`src/ufci_pkg.sv`:
```
// constants for the serial port fifo control and interrupt identification block
`default_nettype none

package ufci_pkg;

    ////////////////////////////////////////////////////////////////////////////
    // register byte offsets (avalon byte address)
    localparam logic [4:0] UFCI_OFF_RXTX   = 5'h00;
    localparam logic [4:0] UFCI_OFF_IER    = 5'h04;
    localparam logic [4:0] UFCI_OFF_IIDFC  = 5'h08;
    localparam logic [4:0] UFCI_OFF_HCR    = 5'h0c;
    localparam logic [4:0] UFCI_OFF_LSR    = 5'h10;
    localparam logic [4:0] UFCI_OFF_HSR    = 5'h14;
    localparam logic [4:0] UFCI_OFF_LVLCFG = 5'h18;

    ////////////////////////////////////////////////////////////////////////////
    // fifo_control field positions
    localparam int UFCI_FC_EN      = 0;
    localparam int UFCI_FC_RXRST   = 1;
    localparam int UFCI_FC_TXRST   = 2;
    localparam int UFCI_FC_DMA     = 3;
    localparam int UFCI_FC_TRIG_LO = 6;
    localparam int UFCI_FC_TRIG_HI = 7;

    // interrupt_enable_reg positions
    localparam int UFCI_IE_RXRDY = 0;
    localparam int UFCI_IE_TXE   = 1;
    localparam int UFCI_IE_RXST  = 2;
    localparam int UFCI_IE_HS    = 3;

    // handshake_control_reg positions
    localparam int UFCI_HC_DTR  = 0;
    localparam int UFCI_HC_RTS  = 1;
    localparam int UFCI_HC_RI   = 2;
    localparam int UFCI_HC_IRQE = 3;
    localparam int UFCI_HC_LOOP = 4;

    ////////////////////////////////////////////////////////////////////////////
    // reset values
    localparam logic [7:0] UFCI_FC_RESET  = 8'h00;
    localparam logic [3:0] UFCI_IE_RESET  = 4'h0;
    localparam logic [4:0] UFCI_HC_RESET  = 5'h00;
    localparam logic [1:0] UFCI_LVL_RESET = 2'h0;
    localparam logic       UFCI_TXE_RESET = 1'b1;

    // identification codes, bits 3:0
    localparam logic [3:0] UFCI_IID_NONE = 4'h1;
    localparam logic [3:0] UFCI_IID_RXST = 4'h6;
    localparam logic [3:0] UFCI_IID_RXRD = 4'h4;
    localparam logic [3:0] UFCI_IID_TOUT = 4'hc;
    localparam logic [3:0] UFCI_IID_TXE  = 4'h2;
    localparam logic [3:0] UFCI_IID_HS   = 4'h0;

    ////////////////////////////////////////////////////////////////////////////
    // receive timeout in character times, fifo size
    localparam logic [2:0] UFCI_TOUT_CHARS = 3'h4;
    localparam int         UFCI_FIFO_W     = 8;
    localparam int         UFCI_FIFO_D     = 8;

    // trigger levels indexed by {level mode, trigger select}
    localparam logic [15:0][6:0] UFCI_TRIG_LVL = {
        7'd124, 7'd120, 7'd116, 7'd112,
        7'd104, 7'd96,  7'd88,  7'd80,
        7'd64,  7'd48,  7'd32,  7'd16,
        7'd14,  7'd8,   7'd4,   7'd1
    };

endpackage : ufci_pkg

`default_nettype wire

```
`src/ufci_fifo.sv`:
```
// parameterised first-in first-out buffer with valid/ready on both sides
`timescale 1ns/100ps
`default_nettype none

module ufci_fifo #(
    parameter int WIDTH = 8,
    parameter int DEPTH = 8,
    parameter int AW    = $clog2(DEPTH),
    parameter int CW    = $clog2(DEPTH + 1)
) (
    input  wire logic             clk,
    input  wire logic             rst,
    input  wire logic             ce,
    input  wire logic             clr,
    input  wire logic             in_valid,
    input  wire logic [WIDTH-1:0] in_data,
    output logic                  in_ready,
    output logic                  out_valid,
    output logic      [WIDTH-1:0] out_data,
    input  wire logic             out_ready,
    output logic      [CW-1:0]    count
);

    logic [WIDTH-1:0] mem_q [DEPTH];
    logic [AW-1:0]    wr_q;
    logic [AW-1:0]    wr_d;
    logic [AW-1:0]    rd_q;
    logic [AW-1:0]    rd_d;
    logic [CW-1:0]    cnt_q;
    logic [CW-1:0]    cnt_d;
    logic             push;
    logic             pop;

    ////////////////////////////////////////////////////////////////////////////
    assign in_ready  = (cnt_q != CW'(DEPTH));
    assign out_valid = (cnt_q != '0);
    assign out_data  = mem_q[rd_q];
    assign count     = cnt_q;
    assign push      = in_valid & in_ready;
    assign pop       = out_valid & out_ready;

    always_comb begin
        wr_d  = wr_q;
        rd_d  = rd_q;
        cnt_d = cnt_q;
        if (clr) begin
            // clear only moves the counters, stale words are never visible
            wr_d  = '0;
            rd_d  = '0;
            cnt_d = '0;
        end else begin
            if (push) begin
                wr_d = (wr_q == AW'(DEPTH - 1)) ? '0 : wr_q + 1'b1;
            end
            if (pop) begin
                rd_d = (rd_q == AW'(DEPTH - 1)) ? '0 : rd_q + 1'b1;
            end
            if (push && !pop) begin
                cnt_d = cnt_q + 1'b1;
            end else if (pop && !push) begin
                cnt_d = cnt_q - 1'b1;
            end
        end
    end

    always_ff @(posedge clk) begin
        if (rst) begin
            wr_q  <= '0;
            rd_q  <= '0;
            cnt_q <= '0;
        end else if (ce) begin
            wr_q  <= wr_d;
            rd_q  <= rd_d;
            cnt_q <= cnt_d;
            if (push && !clr) begin
                mem_q[wr_q] <= in_data;
            end
        end
    end

endmodule : ufci_fifo

`default_nettype wire

```
`src/ufci_top.sv`:
```
// serial port fifo control and interrupt identification with avalon register slave
`timescale 1ns/100ps
`default_nettype none

module ufci_top
    import ufci_pkg::*;
(
    input  wire logic        clk,
    input  wire logic        rst,
    input  wire logic        ce,
    input  wire logic [4:0]  avs_address,
    input  wire logic        avs_read,
    input  wire logic        avs_write,
    input  wire logic [31:0] avs_writedata,
    input  wire logic [3:0]  avs_byteenable,
    output logic      [31:0] avs_readdata,
    output logic             avs_waitrequest,
    input  wire logic        rx_valid,
    input  wire logic [7:0]  rx_data,
    output logic             rx_ready,
    input  wire logic        overrun_flag,
    input  wire logic        parity_error_flag,
    input  wire logic        framing_error_flag,
    input  wire logic        break_detect_flag,
    input  wire logic        char_tick,
    output logic             tx_valid,
    output logic      [7:0]  tx_data,
    input  wire logic        tx_ready,
    input  wire logic        cts_n,
    input  wire logic        dsr_n,
    input  wire logic        ri_n,
    input  wire logic        dcd_n,
    output logic             rts_n,
    output logic             dtr_n,
    output logic             irq_o,
    output logic             irq_oe,
    output logic             dma_mode
);

    ////////////////////////////////////////////////////////////////////////////
    // state
    logic        done_q,      done_d;
    logic [7:0]  rdata_q,     rdata_d;
    logic        fifo_en_q,   fifo_en_d;
    logic        dma_sel_q,   dma_sel_d;
    logic [1:0]  trig_sel_q,  trig_sel_d;
    logic [1:0]  lvl_mode_q,  lvl_mode_d;
    logic [3:0]  ier_q,       ier_d;
    logic [4:0]  hcr_q,       hcr_d;
    logic [3:0]  lsr_q,       lsr_d;
    logic [3:0]  chg_q,       chg_d;
    logic [3:0]  mdm_prev_q,  mdm_prev_d;
    logic        txe_q,       txe_d;
    logic        tx_valid_q,  tx_valid_d;
    logic [7:0]  tx_data_q,   tx_data_d;
    logic [2:0]  to_cnt_q,    to_cnt_d;

    // combinational
    logic        req;
    logic        rd_acc;
    logic        wr_acc;
    logic        sel_rxtx, sel_ier, sel_iid, sel_hcr, sel_lsr, sel_hsr, sel_lvl;
    logic        rx_clr;
    logic        tx_clr;
    logic        rx_in_ready;
    logic        rx_out_valid;
    logic [7:0]  rx_out_data;
    logic        rx_pop;
    logic        rx_push;
    logic [3:0]  rx_count;
    logic [6:0]  trig_lvl;
    logic [3:0]  mdm_now;
    logic        pend_rxst, pend_rxrd, pend_tout, pend_txe, pend_hs;
    logic [3:0]  iid;
    logic [7:0]  iid_byte;
    logic [7:0]  rd_mux;

    ////////////////////////////////////////////////////////////////////////////
    // avalon slave: every access answers on its second cycle
    assign req             = avs_read | avs_write;
    assign avs_waitrequest = req & ~done_q;
    assign rd_acc          = avs_read & done_q;
    assign wr_acc          = avs_write & done_q & avs_byteenable[0];
    assign avs_readdata    = {24'h000000, rdata_q};

    assign sel_rxtx = (avs_address == UFCI_OFF_RXTX);
    assign sel_ier  = (avs_address == UFCI_OFF_IER);
    assign sel_iid  = (avs_address == UFCI_OFF_IIDFC);
    assign sel_hcr  = (avs_address == UFCI_OFF_HCR);
    assign sel_lsr  = (avs_address == UFCI_OFF_LSR);
    assign sel_hsr  = (avs_address == UFCI_OFF_HSR);
    assign sel_lvl  = (avs_address == UFCI_OFF_LVLCFG);

    // fifo resets are strobes, never stored
    assign rx_clr = wr_acc & sel_iid & avs_writedata[UFCI_FC_RXRST];
    assign tx_clr = wr_acc & sel_iid & avs_writedata[UFCI_FC_TXRST];

    ////////////////////////////////////////////////////////////////////////////
    // receive fifo; without fifo mode it behaves as a single holding byte
    assign rx_ready = rx_in_ready & (fifo_en_q | (rx_count == 4'h0)) & ~rx_clr;
    assign rx_push  = rx_valid & rx_ready;
    assign rx_pop   = rd_acc & sel_rxtx & rx_out_valid;

    ufci_fifo #(
        .WIDTH (UFCI_FIFO_W),
        .DEPTH (UFCI_FIFO_D)
    ) u_rx_fifo (
        .clk       (clk),
        .rst       (rst),
        .ce        (ce),
        .clr       (rx_clr),
        .in_valid  (rx_valid & ~rx_clr & (fifo_en_q | (rx_count == 4'h0))),
        .in_data   (rx_data),
        .in_ready  (rx_in_ready),
        .out_valid (rx_out_valid),
        .out_data  (rx_out_data),
        .out_ready (rx_pop),
        .count     (rx_count)
    );

    ////////////////////////////////////////////////////////////////////////////
    // modem inputs, loopback takes them from the control bits
    always_comb begin
        if (hcr_q[UFCI_HC_LOOP]) begin
            mdm_now = {hcr_q[UFCI_HC_IRQE], hcr_q[UFCI_HC_RI], hcr_q[UFCI_HC_DTR], hcr_q[UFCI_HC_RTS]};
        end else begin
            mdm_now = {~dcd_n, ~ri_n, ~dsr_n, ~cts_n};
        end
    end

    assign rts_n    = ~(hcr_q[UFCI_HC_RTS] & ~hcr_q[UFCI_HC_LOOP]);
    assign dtr_n    = ~(hcr_q[UFCI_HC_DTR] & ~hcr_q[UFCI_HC_LOOP]);
    assign dma_mode = fifo_en_q & dma_sel_q;
    assign tx_valid = tx_valid_q;
    assign tx_data  = tx_data_q;

    ////////////////////////////////////////////////////////////////////////////
    // interrupt sources and priority
    // levels above the fifo depth can never be met with the 8 entry buffer
    assign trig_lvl  = UFCI_TRIG_LVL[{lvl_mode_q, trig_sel_q}];
    assign pend_rxst = ier_q[UFCI_IE_RXST] & (|lsr_q);
    assign pend_rxrd = ier_q[UFCI_IE_RXRDY] &
                       (fifo_en_q ? ({3'h0, rx_count} >= trig_lvl) : rx_out_valid);
    assign pend_tout = ier_q[UFCI_IE_RXRDY] & fifo_en_q & (to_cnt_q == UFCI_TOUT_CHARS);
    assign pend_txe  = ier_q[UFCI_IE_TXE] & txe_q;
    assign pend_hs   = ier_q[UFCI_IE_HS] & (|chg_q);

    always_comb begin
        if (pend_rxst) begin
            iid = UFCI_IID_RXST;
        end else if (pend_rxrd) begin
            iid = UFCI_IID_RXRD;
        end else if (pend_tout) begin
            iid = UFCI_IID_TOUT;
        end else if (pend_txe) begin
            iid = UFCI_IID_TXE;
        end else if (pend_hs) begin
            iid = UFCI_IID_HS;
        end else begin
            iid = UFCI_IID_NONE;
        end
    end

    assign iid_byte = {{2{fifo_en_q}}, 2'b00, iid};
    assign irq_o    = ~iid[0];
    assign irq_oe   = hcr_q[UFCI_HC_IRQE];

    ////////////////////////////////////////////////////////////////////////////
    // read mux; fifo control has no read path, its offset returns ident
    always_comb begin
        rd_mux = 8'h00;
        if (sel_rxtx) begin
            rd_mux = rx_out_valid ? rx_out_data : 8'h00;
        end else if (sel_ier) begin
            rd_mux = {4'h0, ier_q};
        end else if (sel_iid) begin
            rd_mux = iid_byte;
        end else if (sel_hcr) begin
            rd_mux = {3'h0, hcr_q};
        end else if (sel_lsr) begin
            rd_mux = {1'b0, ~tx_valid_q, ~tx_valid_q, lsr_q, rx_out_valid};
        end else if (sel_hsr) begin
            rd_mux = {mdm_now, chg_q};
        end else if (sel_lvl) begin
            rd_mux = {6'h00, lvl_mode_q};
        end
    end

    ////////////////////////////////////////////////////////////////////////////
    // next state; clears use the captured read value so a set always wins
    always_comb begin
        done_d     = req & ~done_q;
        rdata_d    = rdata_q;
        fifo_en_d  = fifo_en_q;
        dma_sel_d  = dma_sel_q;
        trig_sel_d = trig_sel_q;
        lvl_mode_d = lvl_mode_q;
        ier_d      = ier_q;
        hcr_d      = hcr_q;
        lsr_d      = lsr_q;
        chg_d      = chg_q;
        mdm_prev_d = mdm_now;
        txe_d      = txe_q;
        tx_valid_d = tx_valid_q;
        tx_data_d  = tx_data_q;
        to_cnt_d   = to_cnt_q;

        if (avs_read && !done_q) begin
            rdata_d = rd_mux;
        end

        if (wr_acc && sel_iid) begin
            fifo_en_d  = avs_writedata[UFCI_FC_EN];
            dma_sel_d  = avs_writedata[UFCI_FC_DMA];
            trig_sel_d = avs_writedata[UFCI_FC_TRIG_HI:UFCI_FC_TRIG_LO];
        end
        if (wr_acc && sel_ier) begin
            ier_d = avs_writedata[3:0];
        end
        if (wr_acc && sel_hcr) begin
            hcr_d = avs_writedata[4:0];
        end
        if (wr_acc && sel_lvl) begin
            lvl_mode_d = avs_writedata[1:0];
        end

        // receive status flags
        if (rd_acc && sel_lsr) begin
            lsr_d = lsr_q & ~rdata_q[4:1];
        end
        lsr_d = lsr_d | {break_detect_flag, framing_error_flag, parity_error_flag, overrun_flag};

        // handshake change flags
        if (rd_acc && sel_hsr) begin
            chg_d = chg_q & ~rdata_q[3:0];
        end
        chg_d[0] = chg_d[0] | (mdm_now[0] ^ mdm_prev_q[0]);
        chg_d[1] = chg_d[1] | (mdm_now[1] ^ mdm_prev_q[1]);
        chg_d[2] = chg_d[2] | (mdm_prev_q[2] & ~mdm_now[2]);
        chg_d[3] = chg_d[3] | (mdm_now[3] ^ mdm_prev_q[3]);

        // transmit holding byte and empty flag
        if (rd_acc && sel_iid && rdata_q[3:0] == UFCI_IID_TXE) begin
            txe_d = 1'b0;
        end
        if (tx_valid_q && tx_ready) begin
            tx_valid_d = 1'b0;
            txe_d      = 1'b1;
        end
        if (wr_acc && sel_rxtx) begin
            // a write while full is dropped, the byte in flight is kept
            if (!tx_valid_q || tx_ready) begin
                tx_valid_d = 1'b1;
                tx_data_d  = avs_writedata[7:0];
            end
            txe_d = 1'b0;
        end
        if (tx_clr) begin
            tx_valid_d = 1'b0;
            txe_d      = 1'b1;
        end

        // receive timeout in character times since last fifo access
        if (!fifo_en_q || !rx_out_valid || rx_push || rx_pop || rx_clr) begin
            to_cnt_d = 3'h0;
        end else if (char_tick && to_cnt_q != UFCI_TOUT_CHARS) begin
            to_cnt_d = to_cnt_q + 3'h1;
        end
    end

    ////////////////////////////////////////////////////////////////////////////
    always_ff @(posedge clk) begin
        if (rst) begin
            done_q     <= 1'b0;
            rdata_q    <= 8'h00;
            fifo_en_q  <= UFCI_FC_RESET[UFCI_FC_EN];
            dma_sel_q  <= UFCI_FC_RESET[UFCI_FC_DMA];
            trig_sel_q <= UFCI_FC_RESET[UFCI_FC_TRIG_HI:UFCI_FC_TRIG_LO];
            lvl_mode_q <= UFCI_LVL_RESET;
            ier_q      <= UFCI_IE_RESET;
            hcr_q      <= UFCI_HC_RESET;
            lsr_q      <= 4'h0;
            chg_q      <= 4'h0;
            mdm_prev_q <= 4'h0;
            txe_q      <= UFCI_TXE_RESET;
            tx_valid_q <= 1'b0;
            tx_data_q  <= 8'h00;
            to_cnt_q   <= 3'h0;
        end else if (ce) begin
            done_q     <= done_d;
            rdata_q    <= rdata_d;
            fifo_en_q  <= fifo_en_d;
            dma_sel_q  <= dma_sel_d;
            trig_sel_q <= trig_sel_d;
            lvl_mode_q <= lvl_mode_d;
            ier_q      <= ier_d;
            hcr_q      <= hcr_d;
            lsr_q      <= lsr_d;
            chg_q      <= chg_d;
            mdm_prev_q <= mdm_prev_d;
            txe_q      <= txe_d;
            tx_valid_q <= tx_valid_d;
            tx_data_q  <= tx_data_d;
            to_cnt_q   <= to_cnt_d;
        end
    end

endmodule : ufci_top

`default_nettype wire

```
`config.mk`:
```
export PLATFORM = sky130hd
export DESIGN_NAME = ufci_top
export DESIGN_NICKNAME = d
export VERILOG_FILES = /design/src/ufci_pkg.sv /design/src/ufci_fifo.sv /design/src/ufci_top.sv
export SDC_FILE = /design/constraint.sdc
export NUM_CORES = 1
export LEC_CHECK = 0
export ABC_AREA = 1
export BUFFER_PORTS_ARGS = -buffer_cell sky130_fd_sc_hd__buf_2
export CAP_MARGIN = 5
export CORE_MARGIN = 2
export CORE_UTILIZATION = 40
export DETAILED_ROUTE_END_ITERATION = 8
export PLACE_DENSITY_LB_ADDON = 0.15
export REMOVE_ABC_BUFFERS = 1
export SYNTH_ARGS = -nofsm -noshare
export SYNTH_HDL_FRONTEND = slang
export SYNTH_HIERARCHICAL = 1
export SYNTH_SLANG_ARGS = --single-unit
export TNS_END_PERCENT = 50
```
`constraint.sdc`:
```
create_clock -name clk -period 5 [get_ports clk]
set_clock_uncertainty 0.05 [all_clocks]
set_input_delay 0 -clock clk [delete_from_list [all_inputs] [get_ports clk]]
set_output_delay 0 -clock clk [all_outputs]
set_load 0.01 [all_outputs]
```
Yosys cells after proc, flatten, opt, wreduce, memory -nomap -nowiden
Memory sizes are Yosys's and may differ from the RTL's. A register that Yosys moved wholly into a read port is not among the register bits.
Cells that the tools add are included.
{"block": "word_totals", "mem_bits_ro": 112, "regBits": 59, "ram_bits": 64, "input_bits": 65, "word_cells": 182, "n_memories": 2}
{"block": "classes", "eq_ne": 12, "n_addsub": 5, "muxes": 43, "reduce_logical": 48, "order_cmp": 2, "n_bitwise": 52}
{"memory": "(name not given)", "depth": 16, "word_bits": 7, "rd": 1, "rd_clocked_by_memory_dff": 0, "write_ports": 0, "line_no": "ufci_top.sv:140", "source": "assign trig_lvl = UFCI_TRIG_LVL[{lvl_mode_q, trig_sel_q}];"}
{"memory": "u_rx_fifo.mem_q", "depth": 8, "word_bits": 8, "rd": 1, "rd_clocked_by_memory_dff": 1, "write_ports": 1, "line_no": "ufci_fifo.sv:24", "source": "logic [WIDTH-1:0] mem_q [DEPTH];"}
{"op": "8-bit two-way mux", "count": 7}
{"op": "4-bit two-way mux", "count": 9}
{"op": "3-bit two-way mux", "count": 10}
{"op": "1-bit bitwise AND", "count": 26}
{"op": "2-bit AND reduction", "count": 10}
{"op": "5-bit equality test (second input constant)", "count": 3}
{"op": "1-bit logical AND", "count": 15}
{"op": "1-bit two-way mux", "count": 14}
{"op": "1-bit inverter", "count": 12}
{"op": "5-bit by 4-bit equality test with 1-bit output (second input constant)", "count": 2}
{"op": "3-bit by 1-bit adder with 3-bit output (second input constant)", "count": 3}
{"op": "3-bit equality test (second input constant)", "count": 3}
{"op": "4-bit bitwise AND", "count": 2}
{"op": "4-bit inverter", "count": 2}
{"op": "4-bit nonzero test", "count": 2}
{"op": "4-bit OR reduction", "count": 2}
{"op": "4-bit by 7-bit greater-or-equal comparator with 1-bit output", "count": 1}
{"op": "1-bit logical NOT", "count": 7}
{"op": "7-bit two-way mux", "count": 1}
{"op": "1-bit OR", "count": 6}
{"op": "2-bit nonzero test", "count": 3}
{"op": "5-bit by 3-bit equality test with 1-bit output (second input constant)", "count": 1}
{"op": "5-bit logical NOT", "count": 1}
{"op": "1-bit logical OR", "count": 5}
{"op": "12 further kinds", "count": 15}

Depth between registers and ports, before layout
Gate-level depths: netlist of run 1.
{"block": "depth", "depth_word": 13, "mapped_depth": 21}

Cells and area by module
Netlist of run 1, hierarchy kept.
{"mod": "ufci_fifo", "seq_area_each_um2": 2182.1, "n_inst": 1, "cells_per_inst": 288, "area_each_um2": 3271.9}
{"mod": "ufci_top", "seq_area_each_um2": 980.9, "n_inst": 1, "cells_per_inst": 419, "area_each_um2": 2871.5}

Worst setup path before layout of run 1
Ideal clock, no wire load.
{"block": "synth_path", "kind": "reg2reg", "from": "register u_rx_fifo.cnt_q[1], in the netlist u_rx_fifo/count[1]", "to": "memory u_rx_fifo.mem_q[4][0], enable pin", "path_buffers": 0, "arrival_time_ns": 1.940, "stages_incl_launch_ff": 12, "path_slack_ns": 2.627, "setup_time_ns": 0.383, "path_cell_list": "dfxtp_1 -> nor2_1 -> nand2_1 -> o21ai_0 -> nand3_1 -> inv_1 -> nand2_4 -> inv_4 -> nand3_2 -> nor2_4 -> nand2_2 -> nor3_1"}
{"block": "synth_between", "elab_chain_len": 9}
{"element": "start: declaration", "line_no": "ufci_fifo.sv:29", "source": "logic [CW-1:0] cnt_q;"}
{"element": "start signal: assignment", "line_no": "ufci_fifo.sv:74", "source": "cnt_q <= cnt_d;"}
{"element": "4-bit logical NOT", "line_no": "ufci_top.sv:112", "source": ".in_valid (rx_valid & ~rx_clr & (fifo_en_q | (rx_count == 4'h0))),"}
{"element": "1-bit OR", "line_no": "ufci_top.sv:112"}
{"element": "1-bit bitwise AND", "line_no": "ufci_top.sv:112"}
{"element": "1-bit bitwise AND (*)", "line_no": "ufci_fifo.sv:39", "source": "assign push = in_valid & in_ready;"}
{"element": "1-bit logical AND (*)", "line_no": "ufci_fifo.sv:75", "source": "if (push && !clr) begin"}
{"element": "1-bit two-way mux (*)", "line_no": "ufci_fifo.sv:75"}
{"element": "1-bit two-way mux (*)", "line_no": "ufci_fifo.sv:71", "source": "end else if (ce) begin"}
{"element": "1-bit two-way mux (*)", "line_no": "ufci_fifo.sv:67", "source": "if (rst) begin"}
{"element": "1-bit two-way mux (not written as such) (*)", "line_no": "ufci_fifo.sv:76", "source": "mem_q[wr_q] <= in_data;"}
{"element": "end: declaration", "line_no": "ufci_fifo.sv:24"}
Every way passes the cells marked *; elsewhere a longest branch is shown, timed or not.

==> impl_metrics.env, run 1 <==
export IMPL_timing_rr_end="rdata_q[0]"
export IMPL_drive_gt1_frac=0.169
export IMPL_drv_slew=0
export IMPL_clockBufferDepth=2
export IMPL_wl_per_cell_um=15.1
export IMPL_ctsResizeCount=0
export IMPL_routed_wirelength_mm=15.1
export IMPL_grt_start_max_net_pins=37
export IMPL_io_pins=113
export IMPL_dieArea_um2=16400
export IMPL_yosysTopAreaCellShare=0.313
export IMPL_setup_tns_final_ns=0
export IMPL_drt_iter0_drc=410
export IMPL_drt_drc_violations_left=0
export IMPL_first_pass_iters=5
export IMPL_fin_crit_sh=0.573
export IMPL_synth_warnings=6
export IMPL_hp_start="avs_address[2]"
export IMPL_insertion_delay_ns=0.42
export IMPL_dp_hpwl_mm=10.4
export IMPL_synth_xor_area_frac=0.00570
export IMPL_port_buffer_count=61
export IMPL_gp_congestion=0.888
export IMPL_r2r_cells=9
export IMPL_clk_pin_slew_ns=0.06
export IMPL_whs_path_depth=4
export IMPL_max_cap_viol_count=0
export IMPL_num_antenna_cells=0
export IMPL_clock_sinks=126
export IMPL_status="completed"
export IMPL_drtAntennaViolNets=0
export IMPL_required_ns=5.27
export IMPL_path_max_fanout=33
export IMPL_vias=5099
export IMPL_rsz0062_at_grt="no"
export IMPL_area_delta_synth_final_pct=21.4
export IMPL_row_count=45
export IMPL_synth_simple_area_share=0.196
export IMPL_worst_ep_arrival_time_ns=3.14
export IMPL_synthAdderAreaFrac=0.0318
export IMPL_worst_slew_pin_slew_ns=1.18
export IMPL_syn_area_um2=6140
export IMPL_htreeDepth=4
export IMPL_synth_seq_cells=126
export IMPL_grt_pass1_vias=4682
export IMPL_setup_viol=0
export IMPL_yosysTopAreaCell="edfxtp_1"
export IMPL_grt_ovfl_total=0
export IMPL_yosys_top_cells_area="edfxtp_1, dfxtp_1, nand2_1"
export IMPL_die_y_um=128
export IMPL_syn_instance_count=707
export IMPL_start_util=0.407
export IMPL_dp_cells=936
export IMPL_hold_viol=0
export IMPL_cts_tree="done"
export IMPL_cts_root_buf="clkbuf_16"
export IMPL_avgSynthCellArea_um2=8.69
export IMPL_r2r_slack_ns=2.13
export IMPL_synth_edf_count=64
export IMPL_max_slew_margin=0.214
export IMPL_whs_ns=0.0279
export IMPL_max_freq_mhz=349
export IMPL_register_area_um2=3160
export IMPL_fin_crit_ns=2.87
export IMPL_irDropWorstVdd_v=0.000260
export IMPL_crit_path_start_kind="register"
export IMPL_synth_ff_type="edfxtp_1"
export IMPL_num_nets_final=879
export IMPL_powerDensity_nw_per_um2=380
export IMPL_ys_async_sr_fraction=0
export IMPL_synth_top_family_by_area="simple AND/OR/NAND/NOR gates"
export IMPL_fp_dieW_um=128
export IMPL_grt_usage=0.194
export IMPL_grt_pass1_wl_mm=24.3
export IMPL_antenna_found_initial=0
export IMPL_avgViaCountPerCell=5.10
export IMPL_core_um2=15100
export IMPL_multiInputGateArea_um2=2500
export IMPL_stdcell_count=1000
export IMPL_yosysSeqAreaShare=0.515
export IMPL_hold_class="in -> reg"
export IMPL_crit_type="reg -> reg"
export IMPL_holdPathEnd="rdata_q[5]"
export IMPL_leakage_nw=3.10
export IMPL_synthMuxAreaShare=0
export IMPL_end_kind="register"
export IMPL_cts_buffers=17
export IMPL_fill_cells=1458
export IMPL_synth_compound_area_frac=0.158
export IMPL_yosysUniqueCellTypes=44
-- placed cells by master, fill, tap and decap left out, types with 5 or more instances in the layout --
cell,n
nand3_1,24
inv_1,67
a21oi_1,62
nand4_1,7
inv_2,8
nand2_2,9
dfxtp_1,62
buf_2,61
edfxtp_1,64
nor2_2,5
conb_1,24
dlygate4sd3_1,32
nor3_1,5
nor2_1,86
o32ai_1,16
o21ai_0,71
clkbuf_16,17
nand2_1,118
ha_1,14
-- logic make-up after synthesis --
family                     Yosys count
DFF                                126
and+or+nand+nor                    270
AOI/OAI and AO/OA                  170
buffers and inverters              121
adders and majority gates           15
other                                1
xor gates and xnor gates             4
-- flip-flops by register name, summed over array words and instances (netlist names), 2 cells and up, named ones only --
register and cells:
to_cnt_q 3, hcr_q 5, u_rx_fifo/wr_q 3, trig_sel_q 2
lvl_mode_q 2, mdm_prev_q 4, tx_data 8, u_rx_fifo/count 4
chg_q 4, rdata_q 8, u_rx_fifo/mem_q 64, u_rx_fifo/rd_q 3
lsr_q 4, ier_q 4
-- metrics by stage --
| step | power, mW | util | worst slack (ns) | instance area, um2 |
|---|---|---|---|---|
| after floorplan | 1.41 | - | 2.63 | 5950 |
| after global placement | 1.51 | 0.431 | 2.24 | 6500 |
| after detailed placement | 1.52 | 0.431 | 2.21 | 6500 |
| after CTS | 2.86 | 0.494 | 2.13 | 7460 |
| after global routing | 2.97 | 0.494 | 1.84 | 7460 |
| final | 2.83 | 0.494 | 2.13 | 7460 |
-- cells in the mapped netlist, types with 3 or more instances --
cell and instances:
nand2_2 9, o32ai_1 16, nor2_4 4, nand2_1 118
inv_2 8, nand3_1 24, buf_2 5, o211ai_1 3
a21oi_1 62, buf_4 24, nor2_1 86, nand4_1 7
edfxtp_1 64, nand2_4 4, clkbuf_1 14, a221oi_1 3
inv_1 67, nor2_2 5, ha_1 14, o21ai_2 3
o21ai_0 71, nor3_1 5, dfxtp_1 62, a21oi_2 3
-- where the power goes --
part | leakage, nW | switching [mW] | internal (mW)
Combinational | 1.72 | 0.235 | 0.140
Sequential | 1.08 | 0.0304 | 1.12
Clock | 0.300 | 0.470 | 0.840
Total | 3.10 | 0.735 | 2.10
-- repair_timing --
item	CTS	global route
endpoints found under the hold margin	103	0
hold buffers	32	0
setup buffers	0	0
-- worst max-delay path: stages (launching register included) --
cell	delay, ns
dfxtp_1	1.10
inv_2	0.55
nor2_1	0.25
o32ai_1	0.15
nand2_1	0.12
nand2_1	0.08
a21oi_1	0.21
nand4_1	0.13
nand2_1	0.07
inv_1	0.04
-- per-layer routing --
layer / track usage / up-vias / share of wire
li1: - / 2534 / -
met2: 0.293 / 144 / 0.45
met1: 0.273 / 2407 / 0.48
met3: 0.0522 / 14 / 0.057
met5: 0 / - / 0
met4: 0.0595 / 0 / 0.011
-- final cells by class --
type | count | area share
clock inverter | 15 | 0.0282
multi-input combinational | 483 | 0.335
timing repair buffer | 95 | 0.0859
clock buffer | 17 | 0.0570
inverter | 76 | 0.0386
sequential | 126 | 0.424
tap | 188 | 0.0315
-- how the worst max path moves through the flow --
stage                                   from                    end  slack (ns)  depth (start not counted)
after global placement        avs_address[3]  u_rx_fifo/mem_q[3][4]        2.24                         14
final                               register             rdata_q[0]        2.13                          9
after detailed placement            register             rdata_q[0]        2.21                          9
after CTS                           register             rdata_q[0]        2.13                          9
after global routing                register             rdata_q[0]        1.84                          9
after floorplan           u_rx_fifo/count[1]  u_rx_fifo/mem_q[4][0]        2.63                         11
Note: power is estimated with default switching activity, not from simulation.
==> inputs of run 2 (changes only) <==
--- a/config.mk
+++ b/config.mk
@@ -5,7 +5,7 @@
 export SDC_FILE = /design/constraint.sdc
 export NUM_CORES = 1
 export LEC_CHECK = 0
-export ABC_AREA = 1
+export ABC_AREA = 0
 export BUFFER_PORTS_ARGS = -buffer_cell sky130_fd_sc_hd__buf_2
 export CAP_MARGIN = 5
 export CORE_MARGIN = 2
==> constraint.sdc (replaced) <==
create_clock -name clk -period 2.55 [get_ports clk]
set_clock_uncertainty 0.05 [all_clocks]
set_input_delay 0 -clock clk [delete_from_list [all_inputs] [get_ports clk]]
set_output_delay 0 -clock clk [all_outputs]
set_load 0.01 [all_outputs]
==> run 2 against run 1 <==
Power grew 110%. Non-clock buffer count grew 31. Sequential power grew 97%. Global-route usage shrank 0.088 points. The run now ends with setup timing left. Hold slack lost 0.0026 ns. Largest power group unchanged. Die area shrank 0.52%. Sequential share of layout area shrank 1.1 points.
==> impl_metrics.env, run 2 <==
export IMPL_status="complete, but fails checks"
export IMPL_violations="setup timing"
export IMPL_fp_dieW_um=128
export IMPL_register_area_um2=3170
export IMPL_avgSynthCellArea_um2=11.1
export IMPL_drv_slew=0
export IMPL_setup_slack_ns=-0.00574
export IMPL_slowest_stage="or4_4"
export IMPL_antenna_found_initial=0
export IMPL_worst_path_buf_inv=2
export IMPL_area_delta_synth_final_pct=25.7
export IMPL_required_ns=2.83
export IMPL_drt_iter0_drc=442
export IMPL_clockPowerShare=0.408
export IMPL_leakage_nw=2.92
export IMPL_irDropWorstVdd_v=0.000465
export IMPL_crit_path_frequent_cell="inv_2"
export IMPL_max_slew_margin=0.595
export IMPL_cts_root_buf="clkbuf_16"
export IMPL_synth_edf_count=64
export IMPL_stdcell_count=870
export IMPL_start_util=0.405
export IMPL_worst_ep_arrival_time_ns=2.84
export IMPL_critPathMaxStageDelay_ns=0.54
export IMPL_drtAntennaViolNets=0
export IMPL_max_freq_mhz=391
export IMPL_dp_cells=810
export IMPL_dpl_cell_area_um2=6730
export IMPL_critPathTopFamily="compound AO/OA/AOI/OAI gates"
export IMPL_num_nets_final=749
export IMPL_worst_slew_pin_slew_ns=0.601
export IMPL_sequentialPowerShare=0.374
export IMPL_synth_ff_type="edfxtp_1"
export IMPL_routed_wirelength_mm=15.2
export IMPL_synth_seq_cells=126
export IMPL_ys_async_sr_fraction=0
export IMPL_path_max_fanout=2
export IMPL_powerDensity_nw_per_um2=786
export IMPL_crit_path_start_kind="register"
export IMPL_grt_start_max_net_pins=34
export IMPL_row_count=45
export IMPL_core_um2=15100
export IMPL_clock_sinks=126
export IMPL_fin_crit_ns=2.56
export IMPL_grt_pass1_vias=4507
export IMPL_crit_type="reg -> reg"
export IMPL_fin_crit_sh=1.00
export IMPL_dpl_worst_slack_ns=-0.337
export IMPL_hold_viol=0
export IMPL_num_antenna_cells=0
export IMPL_post_route_util=0.509
export IMPL_drt_drc_violations_left=0
export IMPL_grt_pass1_wl_mm=24.0
export IMPL_synthTopCellsByCount="edfxtp_1, nor2_1, dfxtp_1"
export IMPL_rsz0062_at_grt="yes"
export IMPL_cp_cell_sequence="or4_4 -> and3_4 -> nand3_4 -> inv_2 -> inv_2 -> o211ai_4 -> ha_1 -> a21o_2 -> a21oi_2 -> xnor2_1 -> a211o_1 -> a31oi_1"
export IMPL_drive_gt1_frac=0.277
export IMPL_wl_per_cell_um=17.5
export IMPL_clockBufferDepth=2
export IMPL_yosysSeqAreaShare=0.518
export IMPL_dp_hpwl_mm=10.6
export IMPL_largest_reg_flops=64
export IMPL_grt_usage=0.193
export IMPL_gp_congestion=0.831
export IMPL_hold_class="in -> reg"
export IMPL_multiInputGateArea_um2=2710
export IMPL_max_flop_register="u_rx_fifo/mem_q"
export IMPL_p_switching_mw=1.72
export IMPL_sw_frac_of_total=0.286
export IMPL_dieArea_um2=16300
export IMPL_grt_ovfl_total=0
export IMPL_end_kind="register"
export IMPL_yosysTopAreaCell="edfxtp_1"
export IMPL_io_pins=113
export IMPL_fill_cells=1361
export IMPL_cts_buffers=17
export IMPL_stdcell_area_um2=7680
export IMPL_cts_tree="done"
export IMPL_clk_pin_slew_ns=0.06
export IMPL_p_int_mw=4.31
export IMPL_final_common_cell="edfxtp_1"
export IMPL_htreeDepth=4
export IMPL_syn_instance_count=550
export IMPL_die_y_um=128
export IMPL_first_pass_iters=6
export IMPL_yosysUniqueCellTypes=69
export IMPL_port_buffer_count=61
export IMPL_final_cell_mix="edfxtp_1, nor2_1, buf_2, dfxtp_1, buf_4"
export IMPL_syn_area_um2=6110
export IMPL_avgViaCountPerCell=5.32
export IMPL_yosys_top_cells_area="edfxtp_1, dfxtp_1, mux4_2"
export IMPL_yosysTopAreaCellShare=0.314
export IMPL_setup_tns_final_ns=-0.00574
export IMPL_pwr_share_comb=0.218
export IMPL_synth_warnings=6
export IMPL_setup_viol=1
export IMPL_max_cap_viol_count=0
export IMPL_vias=4627
export IMPL_insertion_delay_ns=0.42
==> run 2: cell families (layout without fill, tap and decap cells) <==
logic type               after synthesis  after routing  share of synthesized area
multiplexers                          56             56                      0.126
flip-flops                           126            126                      0.518
AND/OR/NAND/NOR                      172            172                      0.138
adder cells (fa/ha/maj)               15             15                     0.0319
AO/OA/AOI/OAI                        101            101                      0.113
other                                  1             24                   0.000614
buffers and inverters                 72            181                     0.0631
XOR/XNOR                               7              7                     0.0100
==> run 2: timing repair <==
item,in CTS,in global routing
hold endpoints to repair,110,0
buffers inserted,2,1
hold buffers,26,0
gates resized for setup,14,9
pin swaps,4,11
endpoints found under the setup margin,28,57
gates cloned,0,0
==> run 2: metrics by stage <==
stage          power, mW  hold WS (ns)
2_1_floorplan       3.01        0.0162
3_3_place_gp        3.47         0.181
3_5_place_dp        3.49         0.199
4_1_cts             6.04       0.00750
5_1_grt             6.33        0.0517
6_report            6.04        0.0253
==> run 2: final cells by class <==
class / instances / area share
clock buffers: 18 / 0.0559
multi-input cells: 375 / 0.353
flip-flops and latches: 126 / 0.413
inverters: 23 / 0.0112
repair buffers: 126 / 0.113
clock inverters: 14 / 0.0225
well taps: 188 / 0.0306
==> run 2: worst paths after layout <==
kind / startpoint / end / slack [ns] / cells after the start
worst min register to register: dma_sel_q / dma_sel_q / 0.40 / 2
worst max register to register: u_rx_fifo/count[3] / u_rx_fifo/count[3] / -0.006 / 12
worst min-delay path: avs_address[3] / rdata_q[0] / 0.03 / 4
worst max-delay path: u_rx_fifo/count[3] / u_rx_fifo/count[3] / -0.006 / 12
==> run 2: worst min-delay path, delay by kind of cell <==
kind	cells	cell delay, ns
AND/OR/NAND/NOR	1	0.08
AO/OA/AOI/OAI	1	0.07
buffers and inverters	2	0.28
==> run 2: power by group through the flow <==
stage	registers, mW	logic, mW	clock network, mW
floorplan	2.32	0.691	0
global placement	2.29	1.18	0
detailed placement	2.30	1.20	0
CTS	2.25	1.27	2.52
global route	2.27	1.45	2.61
finish	2.26	1.32	2.47
==> run 2: metal layers <==
metal	wire, um	vias to the layer above	part of all wire	global-route usage
met5	0	-	0	0
met2	7480	155	0.49	0.321
li1	-	2215	-	-
met4	359	0	0.024	0.0814
met1	6720	2227	0.44	0.245
met3	671	30	0.044	0.0419
==> inputs of run 3 (changes only) <==
--- a/config.mk
+++ b/config.mk
@@ -10,7 +10,9 @@
 export CAP_MARGIN = 5
 export CORE_MARGIN = 2
 export CORE_UTILIZATION = 40
+export CTS_BUF_LIST = sky130_fd_sc_hd__clkbuf_4 sky130_fd_sc_hd__clkbuf_8
 export DETAILED_ROUTE_END_ITERATION = 8
+export HOLD_SLACK_MARGIN = 0.02
 export PLACE_DENSITY_LB_ADDON = 0.15
 export REMOVE_ABC_BUFFERS = 1
 export SYNTH_ARGS = -nofsm -noshare
==> run 3 against run 2 <==
The run still ends with setup timing left. Sequential share of layout area rose by 0.69 points. Largest power group is now sequential cells. Power decreased by 11%. Via count fell by 0.45%. Highest routed layer unchanged.
==> impl_metrics.env, run 3 (same netlist as run 2, synthesis figures left out) <==
export IMPL_status="complete, but fails checks"
export IMPL_violations="setup timing"
export IMPL_r2r_slack_ns=-0.06
export IMPL_grt_start_max_net_pins=34
export IMPL_htreeDepth=4
export IMPL_holdPathEnd="mdm_prev_q[2]"
export IMPL_leakage_nw=2.87
export IMPL_die_y_um=128
export IMPL_clockBufferDepth=2
export IMPL_grt_pass1_vias=4512
export IMPL_max_cap_viol_count=0
export IMPL_sw_frac_of_total=0.305
export IMPL_end_kind="register"
export IMPL_slowest_stage="or4_4"
export IMPL_worst_path_buf_inv=2
export IMPL_drt_iter0_drc=400
export IMPL_cts_buffers=17
export IMPL_rsz0062_at_grt="yes"
export IMPL_critPathMaxStageDelay_ns=0.55
export IMPL_largest_reg_flops=64
export IMPL_drtAntennaViolNets=0
export IMPL_clockPowerShare=0.337
export IMPL_dp_hpwl_mm=10.6
export IMPL_worst_slew_pin_slew_ns=0.600
export IMPL_avgViaCountPerCell=5.26
export IMPL_sequentialPowerShare=0.417
export IMPL_cp_cell_sequence="or4_4 -> and3_4 -> nand3_2 -> inv_2 -> inv_2 -> o211ai_4 -> ha_1 -> a21o_2 -> a21oi_2 -> xnor2_1 -> a211o_1 -> a31oi_1"
export IMPL_max_flop_register="u_rx_fifo/mem_q"
export IMPL_whs_path_depth=6
export IMPL_whs_ns=0.0568
export IMPL_row_count=45
export IMPL_vias=4606
export IMPL_hp_start="ri_n"
export IMPL_p_switching_mw=1.64
export IMPL_clk_pin_slew_ns=0.08
export IMPL_crit_path_frequent_cell="inv_2"
export IMPL_cts_tree="done"
export IMPL_grt_ovfl_total=0
export IMPL_final_cell_mix="edfxtp_1, buf_2, nor2_1, dfxtp_1, buf_4"
export IMPL_grt_usage=0.194
export IMPL_crit_type="reg -> reg"
export IMPL_first_pass_iters=6
export IMPL_irDropWorstVdd_v=0.000375
export IMPL_port_buffer_count=61
export IMPL_regToRegStartpoint="u_rx_fifo/count[3]"
export IMPL_path_max_fanout=2
export IMPL_wl_per_cell_um=17.5
export IMPL_crit_path_start_kind="register"
export IMPL_io_pins=113
export IMPL_p_int_mw=3.76
export IMPL_drt_drc_violations_left=0
export IMPL_core_um2=15100
export IMPL_routed_wirelength_mm=15.3
export IMPL_worst_ep_arrival_time_ns=2.91
export IMPL_drv_slew=0
export IMPL_max_freq_mhz=383
export IMPL_powerDensity_nw_per_um2=713
export IMPL_pwr_share_comb=0.245
export IMPL_drive_gt1_frac=0.287
export IMPL_fp_dieW_um=128
export IMPL_dieArea_um2=16300
export IMPL_post_route_util=0.502
export IMPL_fin_crit_ns=2.61
export IMPL_critPathTopFamily="compound AO/OA/AOI/OAI gates"
export IMPL_start_util=0.405
export IMPL_max_slew_margin=0.597
export IMPL_antenna_found_initial=0
export IMPL_area_delta_synth_final_pct=23.9
export IMPL_required_ns=2.86
export IMPL_cts_root_buf="clkbuf_8"
export IMPL_hold_viol=0
export IMPL_num_nets_final=754
export IMPL_grt_pass1_wl_mm=24.0
export IMPL_setup_slack_ns=-0.0577
export IMPL_timing_rr_end="u_rx_fifo/count[3]"
export IMPL_hold_class="in -> reg"
export IMPL_r2r_cells=12
export IMPL_final_common_cell="edfxtp_1"
export IMPL_num_antenna_cells=0
export IMPL_gp_congestion=0.831
export IMPL_setup_viol=1
export IMPL_clock_sinks=126
export IMPL_insertion_delay_ns=0.44
export IMPL_fin_crit_sh=1.02
[run 3: cell count changes in the layout (fill, tap and decap cells not counted), moves of 2 or more]
cell,delta
clkbuf_8,+17
clkbuf_16,-17
nand3_2,+2
dlygate4sd3_1,+4
dfxtp_4,+2
nor2_4,+3
nor2_2,-2
[run 3: worst max-delay path by stage]
| stage | to | start | slack (ns) | cells past startpoint |
|---|---|---|---|---|
| 2_1_floorplan | u_rx_fifo/count[3] | u_rx_fifo/count[0] | -0.41 | 12 |
| 3_3_place_gp | u_rx_fifo/count[3] | u_rx_fifo/count[0] | -0.25 | 12 |
| 3_5_place_dp | u_rx_fifo/count[3] | u_rx_fifo/count[0] | -0.34 | 12 |
| 4_1_cts | u_rx_fifo/count[3] | u_rx_fifo/count[0] | -0.04 | 12 |
| 5_1_grt | u_rx_fifo/count[3] | u_rx_fifo/count[3] | -0.13 | 12 |
| 6_report | u_rx_fifo/count[3] | u_rx_fifo/count[3] | -0.06 | 12 |
[run 3: power by group through the flow]
stage | clock (mW) | combinational (mW) | sequential [mW]
after global routing | 1.96 | 1.47 | 2.27
after floorplan | 0 | 0.691 | 2.32
after CTS | 1.88 | 1.27 | 2.25
after detailed placement | 0 | 1.20 | 2.30
final | 1.82 | 1.32 | 2.25
after global placement | 0 | 1.18 | 2.29
[run 3: per-stage QoR]
step	cell area [um2]	total power [mW]	TNS, ns	setup slack (ns)	instances
final	7570	5.40	-0.0577	-0.0577	875
after detailed placement	6730	3.49	-2.43	-0.337	810
after floorplan	5900	3.01	-1.44	-0.412	524
after global routing	7570	5.69	-0.131	-0.131	875
after CTS	7490	5.40	-0.0397	-0.0397	873
after global placement	6730	3.47	-0.728	-0.245	810
[run 3: cell type report]
| type | instances | area (um2) |
|---|---|---|
| clock buffer | 18 | 241 |
| clock inverter | 14 | 173 |
| fill | 1372 | 7520 |
| inverter | 23 | 86.3 |
| multi-input combinational | 375 | 2740 |
| sequential | 126 | 3180 |
| tap | 188 | 235 |
| timing repair buffer | 131 | 918 |
[run 3: repair_timing]
action | in CTS | in global routing
hold endpoints to repair | 116 | 0
cloned | 0 | 0
endpoints found under the setup margin | 28 | 61
buffers inserted | 2 | 2
gates resized for setup | 17 | 17
hold buffers | 30 | 0
pin swaps | 4 | 9
[run 3: worst min-delay path: cells and delay by family]
kind / cells / cell delay (ns)
buf+inv: 1 / 0.08
compound gates: 2 / 0.26
simple gates: 3 / 0.16
[run 3: layer usage]
layer | global-route usage | vias up | part of all wire
li1 | - | 2222 | -
met1 | 0.244 | 2212 | 0.45
met2 | 0.328 | 140 | 0.49
met3 | 0.0427 | 32 | 0.037
met4 | 0.0730 | 0 | 0.024
met5 | 0 | - | 0
